[src/ists_pkg.sv]
//Contract
//- Address match wakes device when wake enable set
//- Ninth clock SDA sampled into receive-ack flag
//- Transmit while ack; on no-ack release SDA
//- START is SDA fall with SCL high; busy
//- Seven address bits MSB first compared
//- Match sets match flag and interrupt
//- Eighth bit stored as master-read flag
//- Matched address acknowledged low on ninth clock
//- Data bytes eight bits, MSB first
//- Receiver drives ack value on ninth clock
//- SCL held until data write or read
//- Single data register for receive and transmit
//- One interrupt: match, byte done, timeout
//- Timeout counter: match starts, SCL fall clears
//- Timeout when count exceeds configured period
//- Timeout stops, disables, flags, interrupts, resets bus
//- Timeout resets only status register to defaults
//- Period is (setting+1) times 32 subclocks
//- Transfer-done low during byte, high after
//- STOP clears bus busy flag
//- Debounce none, two or four clocks
package ists_pkg;

    localparam logic [4:0] ADDR_MODE_CONTROL = 5'h00;
    localparam logic [4:0] ADDR_BUS_STATUS = 5'h04;
    localparam logic [4:0] ADDR_OWN_ADDRESS = 5'h08;
    localparam logic [4:0] ADDR_SHARED_DATA = 5'h0c;
    localparam logic [4:0] ADDR_TIMEOUT_CONTROL = 5'h10;

    typedef struct packed {
        logic [2:0] interface_mode_code;
        logic uart_select;
        logic [1:0] debounce_select;
        logic unit_enable;
        logic spi_incomplete;
    } ists_mode_type;

    typedef struct packed {
        logic transfer_done_flag;
        logic addr_match_flag;
        logic bus_busy_flag;
        logic transmit_direction;
        logic tx_ack_value;
        logic master_read_flag;
        logic addr_match_wake_en;
        logic rx_ack_flag;
    } ists_status_type;

    typedef struct packed {
        logic timeout_enable;
        logic timeout_flag;
        logic [5:0] timeout_period_sel;
    } ists_timeout_type;

    localparam ists_mode_type MODE_POR = '{3'h7, 1'h0, 2'h0, 1'h0, 1'h0};
    localparam ists_status_type STATUS_POR = '{1'h1, 1'h0, 1'h0, 1'h0, 1'h0, 1'h0, 1'h0, 1'h1};
    localparam ists_timeout_type TIMEOUT_POR = '{1'h0, 1'h0, 6'h00};
    localparam logic [7:0] OWN_ADDRESS_POR = 8'h00;
    localparam logic [2:0] MODE_I2C_SLAVE = 3'h6;

    localparam logic [3:0] BYTE_BITS = 4'h8;
    localparam int SUB_DIVIDE = 32;
    localparam logic [4:0] SUB_DIVIDE_LAST = 5'(SUB_DIVIDE - 1);

    localparam logic [2:0] DEBOUNCE_NONE = 3'h0;
    localparam logic [2:0] DEBOUNCE_TWO = 3'h2;
    localparam logic [2:0] DEBOUNCE_FOUR = 3'h4;

    localparam int PIN_SCL = 0;
    localparam int PIN_SDA = 1;
    localparam int PIN_SUB = 2;

    typedef enum logic [3:0] {
        ST_IDLE,
        ST_ADDR,
        ST_ADDR_ACK,
        ST_HOLD,
        ST_RX_BITS,
        ST_RX_ACK,
        ST_TX_BITS,
        ST_TX_ACK,
        ST_WAIT_STOP
    } ists_state_type;

    function automatic logic [2:0] debounce_need(input logic [1:0] sel);
        if (sel[1]) begin
            return DEBOUNCE_FOUR;
        end else if (sel[0]) begin
            return DEBOUNCE_TWO;
        end
        return DEBOUNCE_NONE;
    endfunction

endpackage

[src/ists_slave.sv]
`timescale 1ns/1ns
`default_nettype none
module ists_slave
    import ists_pkg::*;
(
    input wire logic MCLK,
    input wire logic RST_N,
    input wire logic [4:0] AVS_ADDRESS,
    input wire logic AVS_READ,
    input wire logic AVS_WRITE,
    input wire logic [31:0] AVS_WRITEDATA,
    output logic [31:0] AVS_READDATA,
    output logic AVS_WAITREQUEST,
    input wire logic SCL_IN,
    output logic SCL_OUT,
    output logic SCL_OE,
    input wire logic SDA_IN,
    output logic SDA_OUT,
    output logic SDA_OE,
    input wire logic SUB_CLK,
    input wire logic LOW_POWER,
    output logic WAKE,
    output logic IRQ
);

    // Input conditioning: SCL, SDA and the subclock
    logic [2:0] sync1;
    logic [2:0] sync2;
    logic [2:0] sync3;
    logic [2:0] filt;
    logic [2:0] filt_d;
    logic [2:0][2:0] dcnt;
    logic [2:0] next_sync1;
    logic [2:0] next_sync2;
    logic [2:0] next_sync3;
    logic [2:0] next_filt;
    logic [2:0][2:0] next_dcnt;

    // Register bus
    logic ack;
    logic [31:0] rdata;
    logic next_ack;
    logic [31:0] next_rdata;

    // Protocol and register state
    ists_state_type state;
    ists_state_type next_state;
    logic [3:0] bit_cnt;
    logic [3:0] next_bit_cnt;
    logic [7:0] shreg;
    logic [7:0] next_shreg;
    logic [7:0] data_reg;
    logic [7:0] next_data_reg;
    logic [7:0] own_address_reg;
    logic [7:0] next_own_address_reg;
    ists_mode_type mode_control_reg;
    ists_mode_type next_mode_control_reg;
    ists_status_type bus_status_control_reg;
    ists_status_type next_bus_status_control_reg;
    ists_timeout_type timeout_control_reg;
    ists_timeout_type next_timeout_control_reg;
    logic [4:0] sub_div;
    logic [4:0] next_sub_div;
    logic [6:0] tmo_cnt;
    logic [6:0] next_tmo_cnt;
    logic tmo_run;
    logic next_tmo_run;
    logic scl_hold;
    logic next_scl_hold;
    logic sda_low;
    logic next_sda_low;
    logic irq;
    logic next_irq;
    logic wake;
    logic next_wake;

    logic req;
    logic accept;
    logic wr_mode;
    logic wr_status;
    logic wr_own;
    logic wr_data;
    logic wr_timeout;
    logic rd_data;
    logic scl_rise;
    logic scl_fall;
    logic start_cond;
    logic stop_cond;
    logic i2c_on;
    logic sub_tick;
    logic timeout_evt;
    logic [7:0] shifted_in;

    // Conditioning: a change is seen once the second and third stages agree and the debounce count is met
    always_comb begin
        logic cand;
        logic [2:0] need;
        cand = 1'b0;
        need = DEBOUNCE_NONE;
        next_sync1 = {SUB_CLK, SDA_IN, SCL_IN};
        next_sync2 = sync1;
        next_sync3 = sync2;
        next_filt = filt;
        next_dcnt = dcnt;
        for (int i = 0; i < 3; i++) begin
            cand = (sync2[i] == sync3[i]) ? sync2[i] : filt[i];
            need = (i == PIN_SUB) ? DEBOUNCE_NONE
                                  : debounce_need(mode_control_reg.debounce_select);
            if (cand == filt[i]) begin
                next_dcnt[i] = 3'h0;
            end else if (dcnt[i] >= need) begin
                next_filt[i] = cand;
                next_dcnt[i] = 3'h0;
            end else begin
                next_dcnt[i] = dcnt[i] + 3'h1;
            end
        end
    end

    always_ff @(posedge MCLK) begin
        if (!RST_N) begin
            sync1 <= 3'h7;
            sync2 <= 3'h7;
            sync3 <= 3'h7;
            filt <= 3'h7;
            filt_d <= 3'h7;
            dcnt <= '0;
        end else begin
            sync1 <= next_sync1;
            sync2 <= next_sync2;
            sync3 <= next_sync3;
            filt <= next_filt;
            filt_d <= filt;
            dcnt <= next_dcnt;
        end
    end

    assign scl_rise = filt[PIN_SCL] & ~filt_d[PIN_SCL];
    assign scl_fall = ~filt[PIN_SCL] & filt_d[PIN_SCL];
    // SDA moving while SCL stays high
    assign start_cond = ~filt[PIN_SDA] & filt_d[PIN_SDA] & filt[PIN_SCL] & filt_d[PIN_SCL];
    assign stop_cond = filt[PIN_SDA] & ~filt_d[PIN_SDA] & filt[PIN_SCL] & filt_d[PIN_SCL];
    assign sub_tick = filt[PIN_SUB] & ~filt_d[PIN_SUB] & (sub_div == SUB_DIVIDE_LAST);

    // Avalon slave: one wait cycle, then the answer
    assign req = AVS_READ | AVS_WRITE;
    assign accept = req & ack;
    assign AVS_WAITREQUEST = req & ~ack;
    assign AVS_READDATA = rdata;
    assign wr_mode = accept & AVS_WRITE & (AVS_ADDRESS == ADDR_MODE_CONTROL);
    assign wr_status = accept & AVS_WRITE & (AVS_ADDRESS == ADDR_BUS_STATUS);
    assign wr_own = accept & AVS_WRITE & (AVS_ADDRESS == ADDR_OWN_ADDRESS);
    assign wr_data = accept & AVS_WRITE & (AVS_ADDRESS == ADDR_SHARED_DATA);
    assign wr_timeout = accept & AVS_WRITE & (AVS_ADDRESS == ADDR_TIMEOUT_CONTROL);
    assign rd_data = accept & AVS_READ & (AVS_ADDRESS == ADDR_SHARED_DATA);

    always_comb begin
        next_ack = req & ~ack;
        next_rdata = rdata;
        if (req & ~ack) begin
            case (AVS_ADDRESS)
                ADDR_MODE_CONTROL: next_rdata = {24'h000000, mode_control_reg};
                ADDR_BUS_STATUS: next_rdata = {24'h000000, bus_status_control_reg};
                ADDR_OWN_ADDRESS: next_rdata = {24'h000000, own_address_reg};
                ADDR_SHARED_DATA: next_rdata = {24'h000000, data_reg};
                ADDR_TIMEOUT_CONTROL: next_rdata = {24'h000000, timeout_control_reg};
                default: next_rdata = 32'h00000000;
            endcase
        end
    end

    always_ff @(posedge MCLK) begin
        if (!RST_N) begin
            ack <= 1'b0;
            rdata <= 32'h00000000;
        end else begin
            ack <= next_ack;
            rdata <= next_rdata;
        end
    end

    assign i2c_on = mode_control_reg.unit_enable & ~mode_control_reg.uart_select
                    & (mode_control_reg.interface_mode_code == MODE_I2C_SLAVE);
    assign shifted_in = {shreg[6:0], filt[PIN_SDA]};
    // Overflow once the count passes the selected period
    assign timeout_evt = timeout_control_reg.timeout_enable & tmo_run
                         & (tmo_cnt > {1'b0, timeout_control_reg.timeout_period_sel});

    always_comb begin
        next_state = state;
        next_bit_cnt = bit_cnt;
        next_shreg = shreg;
        next_data_reg = data_reg;
        next_own_address_reg = own_address_reg;
        next_mode_control_reg = mode_control_reg;
        next_bus_status_control_reg = bus_status_control_reg;
        next_timeout_control_reg = timeout_control_reg;
        next_sub_div = sub_div;
        next_tmo_cnt = tmo_cnt;
        next_tmo_run = tmo_run;
        next_irq = 1'b0;
        next_wake = 1'b0;

        if (wr_mode) begin
            next_mode_control_reg = ists_mode_type'(AVS_WRITEDATA[7:0]);
        end
        if (wr_own) begin
            next_own_address_reg = AVS_WRITEDATA[7:0];
        end
        if (wr_data) begin
            next_data_reg = AVS_WRITEDATA[7:0];
        end
        if (wr_status) begin
            // Only direction, ack value and wake enable are writable
            next_bus_status_control_reg.transmit_direction = AVS_WRITEDATA[4];
            next_bus_status_control_reg.tx_ack_value = AVS_WRITEDATA[3];
            next_bus_status_control_reg.addr_match_wake_en = AVS_WRITEDATA[1];
        end
        if (wr_timeout) begin
            next_timeout_control_reg = ists_timeout_type'(AVS_WRITEDATA[7:0]);
        end

        // Subclock divided by 32 paces the timeout
        if (filt[PIN_SUB] & ~filt_d[PIN_SUB]) begin
            next_sub_div = sub_div + 5'h01;
        end
        if (!tmo_run || scl_fall) begin
            next_tmo_cnt = 7'h00;
        end else if (sub_tick && !timeout_evt) begin
            next_tmo_cnt = tmo_cnt + 7'h01;
        end

        case (state)
            ST_IDLE, ST_WAIT_STOP: begin
            end
            ST_ADDR: begin
                if (scl_rise) begin
                    next_shreg = shifted_in;
                    next_bit_cnt = bit_cnt + 4'h1;
                end else if (scl_fall && bit_cnt == BYTE_BITS) begin
                    next_bit_cnt = 4'h0;
                    if (shreg[7:1] == own_address_reg[7:1]) begin
                        next_bus_status_control_reg.addr_match_flag = 1'b1;
                        next_bus_status_control_reg.master_read_flag = shreg[0];
                        next_bus_status_control_reg.transfer_done_flag = 1'b1;
                        next_irq = 1'b1;
                        next_wake = LOW_POWER & bus_status_control_reg.addr_match_wake_en;
                        next_tmo_run = 1'b1;
                        next_state = ST_ADDR_ACK;
                    end else begin
                        next_state = ST_WAIT_STOP;
                    end
                end
            end
            ST_ADDR_ACK, ST_RX_ACK: begin
                if (scl_fall) begin
                    next_state = ST_HOLD;
                end
            end
            ST_HOLD: begin
                // Stretch until software services the data register
                if (bus_status_control_reg.transmit_direction && wr_data) begin
                    next_shreg = AVS_WRITEDATA[7:0];
                    next_bit_cnt = 4'h0;
                    next_bus_status_control_reg.transfer_done_flag = 1'b0;
                    next_bus_status_control_reg.addr_match_flag = 1'b0;
                    next_state = ST_TX_BITS;
                end else if (!bus_status_control_reg.transmit_direction && rd_data) begin
                    next_bit_cnt = 4'h0;
                    next_bus_status_control_reg.transfer_done_flag = 1'b0;
                    next_bus_status_control_reg.addr_match_flag = 1'b0;
                    next_state = ST_RX_BITS;
                end
            end
            ST_RX_BITS: begin
                if (scl_rise) begin
                    next_shreg = shifted_in;
                    next_bit_cnt = bit_cnt + 4'h1;
                end else if (scl_fall && bit_cnt == BYTE_BITS) begin
                    next_data_reg = shreg;
                    next_bus_status_control_reg.transfer_done_flag = 1'b1;
                    next_irq = 1'b1;
                    next_state = ST_RX_ACK;
                end
            end
            ST_TX_BITS: begin
                if (scl_fall) begin
                    next_shreg = {shreg[6:0], 1'b0};
                    next_bit_cnt = bit_cnt + 4'h1;
                    if (bit_cnt + 4'h1 == BYTE_BITS) begin
                        next_state = ST_TX_ACK;
                    end
                end
            end
            ST_TX_ACK: begin
                if (scl_rise) begin
                    next_bus_status_control_reg.rx_ack_flag = filt[PIN_SDA];
                end else if (scl_fall) begin
                    next_bus_status_control_reg.transfer_done_flag = 1'b1;
                    next_irq = 1'b1;
                    // No ack: let go of SDA so the master can stop
                    next_state = bus_status_control_reg.rx_ack_flag ? ST_WAIT_STOP : ST_HOLD;
                end
            end
            default: next_state = ST_IDLE;
        endcase

        if (start_cond) begin
            next_bus_status_control_reg.bus_busy_flag = 1'b1;
            next_bus_status_control_reg.addr_match_flag = 1'b0;
            next_bus_status_control_reg.transfer_done_flag = 1'b0;
            next_bit_cnt = 4'h0;
            next_tmo_run = 1'b0;
            next_state = ST_ADDR;
        end else if (stop_cond) begin
            next_bus_status_control_reg.bus_busy_flag = 1'b0;
            next_bus_status_control_reg.addr_match_flag = 1'b0;
            next_tmo_run = 1'b0;
            next_state = ST_IDLE;
        end

        // Timeout takes precedence over bus events and status writes
        if (timeout_evt) begin
            next_tmo_run = 1'b0;
            next_tmo_cnt = 7'h00;
            next_timeout_control_reg.timeout_enable = 1'b0;
            next_timeout_control_reg.timeout_flag = 1'b1;
            next_irq = 1'b1;
            next_bus_status_control_reg = STATUS_POR;
            next_state = ST_IDLE;
        end

        // Disabled unit: flags to defaults, control bits kept
        if (!i2c_on) begin
            next_bus_status_control_reg.transfer_done_flag = STATUS_POR.transfer_done_flag;
            next_bus_status_control_reg.addr_match_flag = STATUS_POR.addr_match_flag;
            next_bus_status_control_reg.bus_busy_flag = STATUS_POR.bus_busy_flag;
            next_bus_status_control_reg.master_read_flag = STATUS_POR.master_read_flag;
            next_bus_status_control_reg.rx_ack_flag = STATUS_POR.rx_ack_flag;
            next_tmo_run = 1'b0;
            next_irq = 1'b0;
            next_wake = 1'b0;
            next_state = ST_IDLE;
        end

        // Pins only ever pulled low
        next_scl_hold = (next_state == ST_HOLD);
        case (next_state)
            ST_ADDR_ACK: next_sda_low = 1'b1;
            ST_RX_ACK: next_sda_low = ~next_bus_status_control_reg.tx_ack_value;
            ST_TX_BITS: next_sda_low = ~next_shreg[7];
            default: next_sda_low = 1'b0;
        endcase
    end

    always_ff @(posedge MCLK) begin
        if (!RST_N) begin
            state <= ST_IDLE;
            bit_cnt <= 4'h0;
            shreg <= 8'h00;
            data_reg <= 8'h00;
            own_address_reg <= OWN_ADDRESS_POR;
            mode_control_reg <= MODE_POR;
            bus_status_control_reg <= STATUS_POR;
            timeout_control_reg <= TIMEOUT_POR;
            sub_div <= 5'h00;
            tmo_cnt <= 7'h00;
            tmo_run <= 1'b0;
            scl_hold <= 1'b0;
            sda_low <= 1'b0;
            irq <= 1'b0;
            wake <= 1'b0;
        end else begin
            state <= next_state;
            bit_cnt <= next_bit_cnt;
            shreg <= next_shreg;
            data_reg <= next_data_reg;
            own_address_reg <= next_own_address_reg;
            mode_control_reg <= next_mode_control_reg;
            bus_status_control_reg <= next_bus_status_control_reg;
            timeout_control_reg <= next_timeout_control_reg;
            sub_div <= next_sub_div;
            tmo_cnt <= next_tmo_cnt;
            tmo_run <= next_tmo_run;
            scl_hold <= next_scl_hold;
            sda_low <= next_sda_low;
            irq <= next_irq;
            wake <= next_wake;
        end
    end

    assign SCL_OUT = 1'b0;
    assign SDA_OUT = 1'b0;
    assign SCL_OE = scl_hold;
    assign SDA_OE = sda_low;
    assign IRQ = irq;
    assign WAKE = wake;

endmodule // ists_slave
`default_nettype wire

[config.mk]
export PLATFORM = sky130hd
export DESIGN_NAME = ists_slave
export DESIGN_NICKNAME = d
export VERILOG_FILES = /design/src/ists_pkg.sv /design/src/ists_slave.sv
export SDC_FILE = /design/constraint.sdc
export NUM_CORES = 1
export LEC_CHECK = 0
export BUFFER_PORTS_ARGS = -buffer_cell sky130_fd_sc_hd__buf_2
export CAP_MARGIN = 40
export CELL_PAD_IN_SITES_DETAIL_PLACEMENT = 0
export CELL_PAD_IN_SITES_GLOBAL_PLACEMENT = 2
export CORE_ASPECT_RATIO = 1.1
export CORE_MARGIN = 2
export CORE_UTILIZATION = 28
export DETAILED_ROUTE_END_ITERATION = 6
export HOLD_SLACK_MARGIN = 0.02
export PLACE_DENSITY = 0.72
export SYNTH_ARGS = -nofsm -noshare
export SYNTH_HDL_FRONTEND = slang
export SYNTH_SLANG_ARGS = --single-unit
[constraint.sdc]
create_clock -name MCLK -period 2.95 [get_ports MCLK]
set_input_delay 0.1475 -clock MCLK [delete_from_list [all_inputs] [get_ports MCLK]]
set_output_delay 0.1475 -clock MCLK [all_outputs]
set_load 0.05 [all_outputs]
; ---- After elaboration in Yosys (flattened, before gate mapping)
; Index checks and enable logic that the tools add are counted.
[op_classes]
addsub = 6
n_lt_le_gt_ge = 4
n_bitwise = 44
n_eq_ne = 44
reduce_logical = 38
n_mux = 77
[op_table]
columns = operator, n
row1 = $mux 4, 24
row2 = $mux 8, 7
row3 = $pmux 8 s5, 1
row4 = $mux 1, 29
row5 = $pmux 4 s7, 1
row6 = $ne 3x3->1 const B, 9
row7 = $and 1x1->1, 25
row8 = $eq 4x3->1 const B, 6
row9 = $pmux 8 s3, 1
row10 = $not 1->1, 18
row11 = $eq 4x2->1 const B, 4
row12 = $pmux 4 s4, 1
row13 = $reduce_or 3->1, 5
row14 = $eq 4x4->1 const B, 3
row15 = $ne 2x2->1 const B, 6
row16 = $eq 5x4->1 const B, 2
row17 = $eq 5x5->1 const B, 2
row18 = $mux 2, 5
row19 = $reduce_and 2->1, 5
row20 = $reduce_and 5->1, 2
row21 = $reduce_or 2->1, 5
row22 = $add 3x1->3 const B, 3
row23 = $mux 3, 3
row24 = $reduce_and 9->1, 1
row25 = other kinds (30), 45
[totals]
in_bits = 45
register_bits = 130
out_inout_bits = 39
word_cells = 254

; ---- Logic depth before layout (Yosys ltp)
; Gate-level depths: netlist of run 1.
[logic_depth]
word_depth = 14
depth_mapped = 10
mapped_depth_nobuf = 9

; ---- Worst setup path before layout of run 1
; No wires, ideal clock.
[synth_timing]
path_kind = register to register
from = register timeout_control_reg[2] in the netlist's numbering
to = register tmo_cnt[6]
t_arrival_ns = 2.106
synth_period_minus_slack_ns = 2.228
t_required_ns = 2.828
stages_incl_launch_ff = 11
setup_slack_ns = 0.722
cell_sequence = dfxtp_1 > inv_1 > ha_1 > a21oi_1 > a21oi_1 > o41ai_2 > and3_1 > clkbuf_1 > nand4_1 > xor2_1 > nor2_1
[synth_via]
elab_chain_cells = 4
elab_cells_between_ends = 5
cone_classes = 1 x order compare / 1 x bitwise / 3 x reduce/logical
[synth_rtl]
columns = element, line_no
row1 = "start, declared", ists_slave.sv:60  ; ists_timeout_type timeout_control_reg;
row2 = "start signal, assigned", ists_slave.sv:381  ; timeout_control_reg <= next_timeout_control_reg;
row3 = $gt 7x6->1 (*), ists_slave.sv:187  ; & (tmo_cnt > {1'b0, timeout_control_reg.timeout_period_sel});
row4 = $and 1x1->1 (*), ists_slave.sv:187
row5 = $logic_not 1->1, ists_slave.sv:229  ; end else if (sub_tick && !timeout_evt) begin
row6 = $logic_and 1x1->1, ists_slave.sv:229
row7 = "end signal, assigned", ists_slave.sv:383  ; tmo_cnt <= next_tmo_cnt;
row8 = "end, declared", ists_slave.sv:64  ; logic [6:0] tmo_cnt;
; Every way passes the cells marked *; elsewhere a longest branch is shown, timed or not.
; A chain may end at the register's enable or synchronous reset.

; ---- Worst setup path in the final report of run 1
[layout_timing]
from = register filt_d[0]
to = register sda_low (netlist: SDA_OE)
[layout_via]
elab_chain_cells = 11
elab_cells_between_ends = 27
cone_classes = 3 x eq/ne / 17 x mux / 6 x bitwise / 1 x reduce/logical
[layout_rtl]
columns = element, line_no
row1 = "start, declared", ists_slave.sv:31  ; logic [2:0] filt_d;
row2 = "start signal, assigned", ists_slave.sv:133  ; filt_d <= filt;
row3 = $and 1x1->1, ists_slave.sv:139  ; assign scl_fall = ~filt[PIN_SCL] & filt_d[PIN_SCL];
row4 = $logic_and 1x1->1, "ists_slave.sv:240, ists_slave.sv:279"
row5 = "$mux 4, on equally long branches", "ists_slave.sv:279, ists_slave.sv:240"
row6 = "$mux 4, on equally long branches", "ists_slave.sv:276, ists_slave.sv:237"
row7 = $pmux 4 s7, ists_slave.sv:233  ; case (state)
row8 = $mux 4, ists_slave.sv:315  ; end else if (stop_cond) begin
row9 = $mux 4, ists_slave.sv:308  ; if (start_cond) begin
row10 = $mux 4, ists_slave.sv:323  ; if (timeout_evt) begin
row11 = $mux 4, ists_slave.sv:334  ; if (!i2c_on) begin
row12 = $eq 4x3->1 / $eq 4x2->1 (equally long branches), ists_slave.sv:348  ; case (next_state)
row13 = $pmux 1 s3 (*), ists_slave.sv:348
row14 = "end signal, assigned", ists_slave.sv:386  ; sda_low <= next_sda_low;
row15 = "end, declared", ists_slave.sv:70  ; logic sda_low;
; Every way passes the cells marked *; elsewhere a longest branch is shown, timed or not. The select of a mux whose other input is x is not followed.

==> results of run 1 <==
## cell usage after synthesis (all sizes together), types with 11 or more instances
| cell | n | share of area |
|---|---|---|
| a21oi | 52 | 0.050 |
| buf | 31 | 0.043 |
| clkbuf | 25 | 0.018 |
| dfxtp | 103 | 0.39 |
| ha | 17 | 0.040 |
| inv | 20 | 0.014 |
| mux2i | 40 | 0.076 |
| nand2 | 61 | 0.044 |
| nand2b | 17 | 0.022 |
| nand3 | 15 | 0.014 |
| nor2 | 86 | 0.061 |
| o21ai | 18 | 0.017 |
| xnor2 | 11 | 0.018 |
## per-layer routing
layer | share of wire | up-vias | track usage
met5 | 0 | - | 0
met4 | 0.021 | 0 | 0.0542
met3 | 0.039 | 20 | 0.0226
met2 | 0.48 | 96 | 0.246
met1 | 0.46 | 2100 | 0.198
li1 | - | 2190 | -
## power groups by stage
stage / Combinational [mW] / Sequential (mW) / Clock, mW
5_1_grt: 0.189 / 1.40 / 1.27
4_1_cts: 0.179 / 1.40 / 1.22
2_1_floorplan: 0.156 / 1.43 / 0
6_report: 0.179 / 1.40 / 1.18
3_3_place_gp: 0.172 / 1.44 / 0
3_5_place_dp: 0.175 / 1.44 / 0
## worst min-delay path, cell delays in order
cell	delay, ns
buf_2	0.11
nand2_1	0.06
nor3_1	0.04
## cells by family (layout without fill, tap and decap cells)
group | Yosys count | count (layout) | share of synthesized area
fa+ha+maj | 17 | 17 | 0.0405
compound gates | 124 | 124 | 0.149
other cells | 1 | 26 | 0.000713
simple gates | 242 | 242 | 0.228
buf+inv | 77 | 84 | 0.0759
xor+xnor | 20 | 20 | 0.0333
flops | 103 | 103 | 0.392
mux | 42 | 42 | 0.0804
## worst paths after layout
kind            startpoint            end  slack (ns)  depth (start not counted)
max reg2reg      filt_d[0]         SDA_OE        0.49                          7
min reg2reg  next_sync2[1]  next_sync3[1]        0.41                          1
min              LOW_POWER           WAKE        0.05                          3
max              filt_d[0]         SDA_OE        0.49                          7
## per-stage QoR
step | cell area, µm² | setup WS [ns]
6_report | 5920 | 0.487
4_1_cts | 5920 | 0.519
3_3_place_gp | 5580 | 0.531
2_1_floorplan | 5350 | 0.722
5_1_grt | 5920 | 0.347
3_5_place_dp | 5600 | 0.561
## area by class of cell
| type | instances | area share |
|---|---|---|
| Sequential cell | 103 | 0.348 |
| Multi-Input combinational cell | 471 | 0.488 |
| Clock buffer | 12 | 0.0450 |
| Inverter | 21 | 0.0133 |
| Clock inverter | 3 | 0.00422 |
| Timing Repair Buffer | 48 | 0.0503 |
| Tap cell | 243 | 0.0513 |
## repair_timing
action,4_1_cts,5_1_grt
hold endpoints to repair,3,0
setup buffers,0,0
hold buffers,3,0
==> metrics.txt, run 1 <==
Reg area=0.00206 mm²; register area share after synthesis=0.392; crit-path cells=nand2b_4 -> and3_1 -> a2111o_1 -> a22o_1 -> or3_1 -> a211oi_1 -> o21a_1; Synth Flop Type=dfxtp_1; post-CTS sizing=0; antenna-violating nets left=0; largest net degree at the start of global routing=46; Ys Warns=0; status=finished, final reports clean; Crit Path Max Fanout=12; Synth Instances=626; ys async rst share=0; slowest cell delay on critical path=0.62 ns; Setup Crit Path Kind=flip-flop to flip-flop; Area Growth Syn to Fin=12.7%; Max Freq=0.406 GHz; Starting DRT DRC Count=361; dpl cells=883; H-tree levels=3; Core Area=0.0184 mm²; Fillers=1934; Layout Nets=716; final core utilization=0.322; Crit. End Element=flip-flop; pwr dens=467 mW/mm²; GRT Resource Usage Total=0.149; final worst-path cycle share=0.835; PortBufs=33; vias=4406; Clock Latency Late Sink=0.35 ns; Arr. time, crit path=2.75 ns; Mean Syn Cell Area=8.40 µm²; row count=52; CP max-delay cell=dfxtp_1; CTS tree=built; Initial Utilization=0.286; delay-heaviest family, CP=compound AO/OA/AOI/OAI gates; DRC Markers=0; initial antenna violation count=0; Final setup viols=0; Hold Path Class=input port to flip-flop; Internal=2.07 mW; #FFs+latches synth=103; Pwr Total=2.77 mW; MaxCap Viol Count=0; clock slew at reported path FFs=0.07 ns; commonest non-fill, non-tap cell in the layout=dfxtp_1; Die Y=148 µm; EDFF count, synth=0; area taken by multi-input logic gates=0.00289 mm²; first-pass GRT wire length=23.1 mm; Slew headroom=0.536; number of global-route vias before repair=4263; root buffer cell=clkbuf_16; total grt overflow=0; ant diodes=0; Seq pwr share=0.508; VDD IR max=0.299 mV; clk sinks=103; detail-routed via count per cell=4.89; combinational fraction of design power=0.065; drt pass-1 iters=5; CP startpoint kind=flip-flop; final setup skew=0.00527 ns; final count of hold timing violations=0; most frequent cells in the layout=dfxtp_1, nor2_1, nand2_1, a21oi_1, mux2i_1; Final Slew Violations=0; Cell Area, Synth=0.00526 mm²; CP required=3.24 ns; die outline area=0.0199 mm²; Longest Clk Path Bufs=2; LEAKAGE=2.35 nW; Net Switching=693 µW; final WL=14.5 mm; Slew @ Worst Pin=0.695 ns; Clk pwr share=0.428; minimum clock period after layout=2.46 ns; Non-Filler Instances=901; Synth cell types=63; switching share of total power=0.251; CP Buf/Inv Count=0; die span in x=135 µm; routability cong.=0.837; RSZ-0062 raised after global routing=no; fraction of layout cells with a size suffix above 1=0.106; CTS Buf Count=9; Worst Hold Slack=0.0495 ns; post-DR wirelength/cell=16.1 µm; Sum Neg Setup Slack=0 ns; # IOs=84; DP Wirelength=10.7 mm
Power figures use the tool's default switching activity.
==> run 2, diff against run 1 <==
==> constraint.sdc (replaced) <==
create_clock -name MCLK -period 2.5 [get_ports MCLK]
set_input_delay 0.125 -clock MCLK [delete_from_list [all_inputs] [get_ports MCLK]]
set_output_delay 0.125 -clock MCLK [all_outputs]
set_load 0.05 [all_outputs]
==> metrics.txt, run 2 (synthesis gave the netlist of run 1 again) <==
MaxCap Viol Count=0; HP Start=RST_N; final worst-path cycle share=0.921; H-tree levels=3; LEAKAGE=2.43 nW; antenna-violating nets left=0; Fillers=1959; final core utilization=0.329; Area Growth Syn to Fin=15.4%; Final setup viols=0; Seq pwr share=0.498; Setup crit start=timeout_control_reg[2]; CTS Buf Count=9; die span in x=135 µm; clk sinks=103; CTS tree=built; GRT Resource Usage Total=0.152; commonest non-fill, non-tap cell in the layout=dfxtp_1; status=finished, final reports clean; Initial Utilization=0.286; # IOs=84; Max Freq=0.434 GHz; row count=52; DP Wirelength=10.8 mm; final setup skew=0.00693 ns; largest net degree at the start of global routing=46; Crit Path Max Fanout=7; final WL=14.5 mm; Slew headroom=0.544; Final Slew Violations=0; Setup Crit Path Kind=flip-flop to flip-flop; detail-routed via count per cell=4.86; CP max-delay cell=dfxtp_1; Hold Path Class=input port to flip-flop; fraction of layout cells with a size suffix above 1=0.132; most frequent cells in the layout=dfxtp_1, nor2_1, nand2_1, a21oi_1, mux2i_1; Starting DRT DRC Count=250; Pwr Total=3.32 mW; die outline area=0.0199 mm²; Layout Nets=732; combinational fraction of design power=0.066; total grt overflow=0; Core Area=0.0184 mm²; Sum Neg Setup Slack=0 ns; drt pass-1 iters=4; Design Area, Final=0.00607 mm²; Longest Clk Path Bufs=2; Net Switching=817 µW; clock slew at reported path FFs=0.07 ns; final count of hold timing violations=0; Die Y=148 µm; Internal=2.50 mW; PortBufs=33; switching share of total power=0.246; initial antenna violation count=0; RSZ-0062 raised after global routing=no; routability cong.=0.827; crit-path cells=inv_1 -> ha_1 -> a21oi_1 -> a21oi_1 -> o41ai_2 -> buf_4 -> nand2_1 -> nor3_1 -> buf_4 -> and3_1; Post-CTS Setup Inserts=0; post-DR wirelength/cell=15.8 µm; minimum clock period after layout=2.30 ns; number of global-route vias before repair=4413; Reg2Reg Launch Point=timeout_control_reg[2]; Clock Latency Late Sink=0.35 ns; CP required=2.79 ns; first-pass GRT wire length=23.7 mm; post-place instance area=0.00572 mm²; CP startpoint kind=flip-flop; DRC Markers=0; root buffer cell=clkbuf_16; VDD IR max=0.277 mV; Clk pwr share=0.436; Arr. time, crit path=2.59 ns; vias=4463; pwr dens=548 mW/mm²; slowest cell delay on critical path=0.37 ns; ant diodes=0; Slew @ Worst Pin=0.680 ns; Crit. End Element=flip-flop
run 2: cell types whose count changed in the layout (fill, tap and decap cells not counted), sizes merged:
| cell | before | now |
|---|---|---|
| buf | 45 | 60 |
| bufinv | 0 | 1 |
| clkbuf | 12 | 11 |
| clkinv | 2 | 1 |
| clkinvlp | 1 | 2 |
| dlygate4sd3 | 3 | 4 |
| inv | 21 | 22 |
run 2: per-stage QoR:
stage,instances,hold slack [ns],worst slack [ns]
6_report,918,0.0517,0.198
5_1_grt,918,0.0532,0.00423
3_3_place_gp,897,0.304,0.151
2_1_floorplan,651,0.226,0.272
3_5_place_dp,898,0.308,0.159
4_1_cts,918,0.0418,0.115
run 2: path summary, 6_finish.rpt:
path,endpoint,slack [ns],cells after the start
max,bus_status_control_reg[6],0.20,10
min,mode_control_reg[5],0.05,2
max reg2reg,bus_status_control_reg[6],0.20,10
min reg2reg,next_sync3[0],0.41,1
run 2: worst max-delay path, delay by kind of cell (launching register included):
family                     cells  cell delay (ns)
AOI/OAI and AO/OA              3             0.59
adders and majority gates      1             0.32
buffers and inverters          3             0.43
and+or+nand+nor                3             0.53
DFF                            1             0.37
run 2: layer usage:
metal,GRT usage,vias up,part of all wire
met2,0.259,89,0.49
li1,-,2220,-
met3,0.0257,15,0.035
met1,0.198,2139,0.47
met5,0,-,0
met4,0.0426,0,0.013
run 2: final cells by class:
class / instances / area, µm² / share of cell area
Clock buffer: 11 / 243 / 0.0400
Tap cell: 243 / 304 / 0.0501
Sequential cell: 103 / 2070 / 0.341
Timing Repair Buffer: 64 / 420 / 0.0693
Inverter: 21 / 78.8 / 0.0130
Multi-Input combinational cell: 471 / 2890 / 0.477
Clock inverter: 5 / 62.6 / 0.0103
run 2: power by group through the flow:
| stage | clock [mW] | combinational (mW) | sequential [mW] |
|---|---|---|---|
| 2_1_floorplan | 0 | 0.184 | 1.69 |
| 3_3_place_gp | 0 | 0.207 | 1.69 |
| 3_5_place_dp | 0 | 0.212 | 1.69 |
| 4_1_cts | 1.50 | 0.217 | 1.65 |
| 5_1_grt | 1.56 | 0.231 | 1.65 |
| 6_report | 1.45 | 0.218 | 1.65 |
run 2: timing repair:
| action | in CTS | in global routing |
|---|---|---|
| endpoints found under the setup margin | 0 | 4 |
| hold buffers | 4 | 0 |
| resized for setup | 0 | 4 |
| endpoints found under the hold margin | 4 | 0 |
==> run 3, diff against run 2 <==
--- a/config.mk
+++ b/config.mk
@@ -7,14 +7,12 @@
 export LEC_CHECK = 0
 export BUFFER_PORTS_ARGS = -buffer_cell sky130_fd_sc_hd__buf_2
 export CAP_MARGIN = 40
-export CELL_PAD_IN_SITES_DETAIL_PLACEMENT = 0
-export CELL_PAD_IN_SITES_GLOBAL_PLACEMENT = 2
 export CORE_ASPECT_RATIO = 1.1
 export CORE_MARGIN = 2
 export CORE_UTILIZATION = 28
 export DETAILED_ROUTE_END_ITERATION = 6
 export HOLD_SLACK_MARGIN = 0.02
-export PLACE_DENSITY = 0.72
+export PLACE_DENSITY = 0.49
 export SYNTH_ARGS = -nofsm -noshare
 export SYNTH_HDL_FRONTEND = slang
 export SYNTH_SLANG_ARGS = --single-unit
==> metrics.txt, run 3 (synthesis gave the netlist of run 1 again) <==
Fillers=1921; VDD IR max=0.326 mV; LEAKAGE=2.42 nW; final count of hold timing violations=0; root buffer cell=clkbuf_16; Slew headroom=0.417; R2R cell count=8; Starting DRT DRC Count=345; Crit Path Max Fanout=9; first-pass GRT wire length=23.1 mm; antenna-violating nets left=0; Hold Path Class=input port to flip-flop; Clock Latency Late Sink=0.36 ns; Sum Neg Setup Slack=0 ns; Routed met3 length=633 µm; clock slew at reported path FFs=0.07 ns; RSZ-0062 raised after global routing=no; DRC Markers=0; fraction of layout cells with a size suffix above 1=0.128; Longest Clk Path Bufs=2; r2r endpoint=SDA_OE; drt pass-1 iters=5; Setup crit start=state[0]; CTS tree=built; final worst-path cycle share=0.937; Area Growth Syn to Fin=14.7%; slack of the worst reg-to-reg path=0.16 ns; minimum clock period after layout=2.34 ns; Met2 Wirelength=6.81 mm; area taken by multi-input logic gates=0.00290 mm²; Reg2Reg Launch Point=state[0]; Post-CTS Setup Inserts=0; most frequent cells in the layout=dfxtp_1, nor2_1, nand2_1, a21oi_1, mux2i_1; Layout Nets=728; ant diodes=0; Max Freq=0.427 GHz; Final Slew Violations=0; routability cong.=0.887; met1 WL=6.62 mm; HP Start=LOW_POWER; Initial Utilization=0.286; number of global-route vias before repair=4355; CP startpoint kind=flip-flop; DP Wirelength=10.8 mm; row count=52; Setup Crit Path Kind=flip-flop to flip-flop; CTS Buf Count=9; initial antenna violation count=0; Die Y=148 µm; H-tree levels=3; largest net degree at the start of global routing=51; pwr dens=562 mW/mm²; Slew @ Worst Pin=0.874 ns; Crit. End Element=flip-flop; PortBufs=33; # IOs=84; Worst Setup EP=SDA_OE; Arr. time, crit path=2.64 ns; Non-Filler Instances=913; status=finished, final reports clean; commonest non-fill, non-tap cell in the layout=dfxtp_1; clk sinks=103; die outline area=0.0199 mm²; dpl cells=895; MaxCap Viol Count=0; highest metal layer with signal wires=met4; final WL=14.4 mm; GRT Resource Usage Total=0.150; Final setup viols=0; Core Area=0.0184 mm²; die span in x=135 µm; post-DR wirelength/cell=15.8 µm; Reg area=0.00206 mm²; final setup skew=0.00811 ns; detail-routed via count per cell=4.94; vias=4511; total grt overflow=0; CP required=2.80 ns
==> run 3: final cells by class <==
| type | count | share of cell area |
|---|---|---|
| Multi-Input combinational cell | 471 | 0.480 |
| Sequential cell | 103 | 0.342 |
| Timing Repair Buffer | 60 | 0.0622 |
| Tap cell | 243 | 0.0504 |
| Clock buffer | 9 | 0.0373 |
| Clock inverter | 6 | 0.0143 |
| Inverter | 21 | 0.0131 |
==> run 3: where the power goes <==
group          switching [mW]  internal (mW)  total, mW
registers             0.00778           1.65       1.66
clock network           0.650          0.871       1.52
logic                   0.172         0.0385      0.211
==> run 3: routing by layer <==
layer | track usage | vias to the layer above
met2 | 0.241 | 133
li1 | - | 2215
met1 | 0.194 | 2141
met5 | 0 | -
met4 | 0.0642 | 0
met3 | 0.0326 | 22
==> run 3: how the worst min path moves through the flow <==
stage	to	slack, ns	cells past startpoint
after global routing	WAKE	0.03	3
after global placement	next_sync2[2]	0.31	2
after detailed placement	next_sync2[2]	0.31	2
after CTS	WAKE	0.03	3
final	WAKE	0.04	3
after floorplan	next_sync2[0]	0.23	1
==> run 3: repair_timing <==
| action | in CTS | in global routing |
|---|---|---|
| gates resized for setup | 0 | 4 |
| endpoints found under the setup margin | 0 | 8 |
| hold endpoints to repair | 3 | 0 |
| hold buffers | 3 | 0 |
==> run 3: through the flow <==
step	setup WS (ns)	util	area, µm²	hold slack [ns]	power, mW
finish	0.157	0.328	6030	0.0395	3.39
global route	0.00155	0.328	6030	0.0348	3.51
CTS	0.0571	0.327	6020	0.0301	3.42
detailed placement	0.104	0.309	5680	0.311	1.90
global placement	0.153	0.309	5680	0.313	1.90
floorplan	0.272	-	5350	0.226	1.87
==> run 3: critical path: stages (launching register included) <==
cell	delay, ns
dfxtp_1	0.44
buf_4	0.20
nand2_1	0.06
or3_1	0.44
inv_1	0.14
a41oi_1	0.15
or3_1	0.39
a211oi_1	0.27
o21a_1	0.18
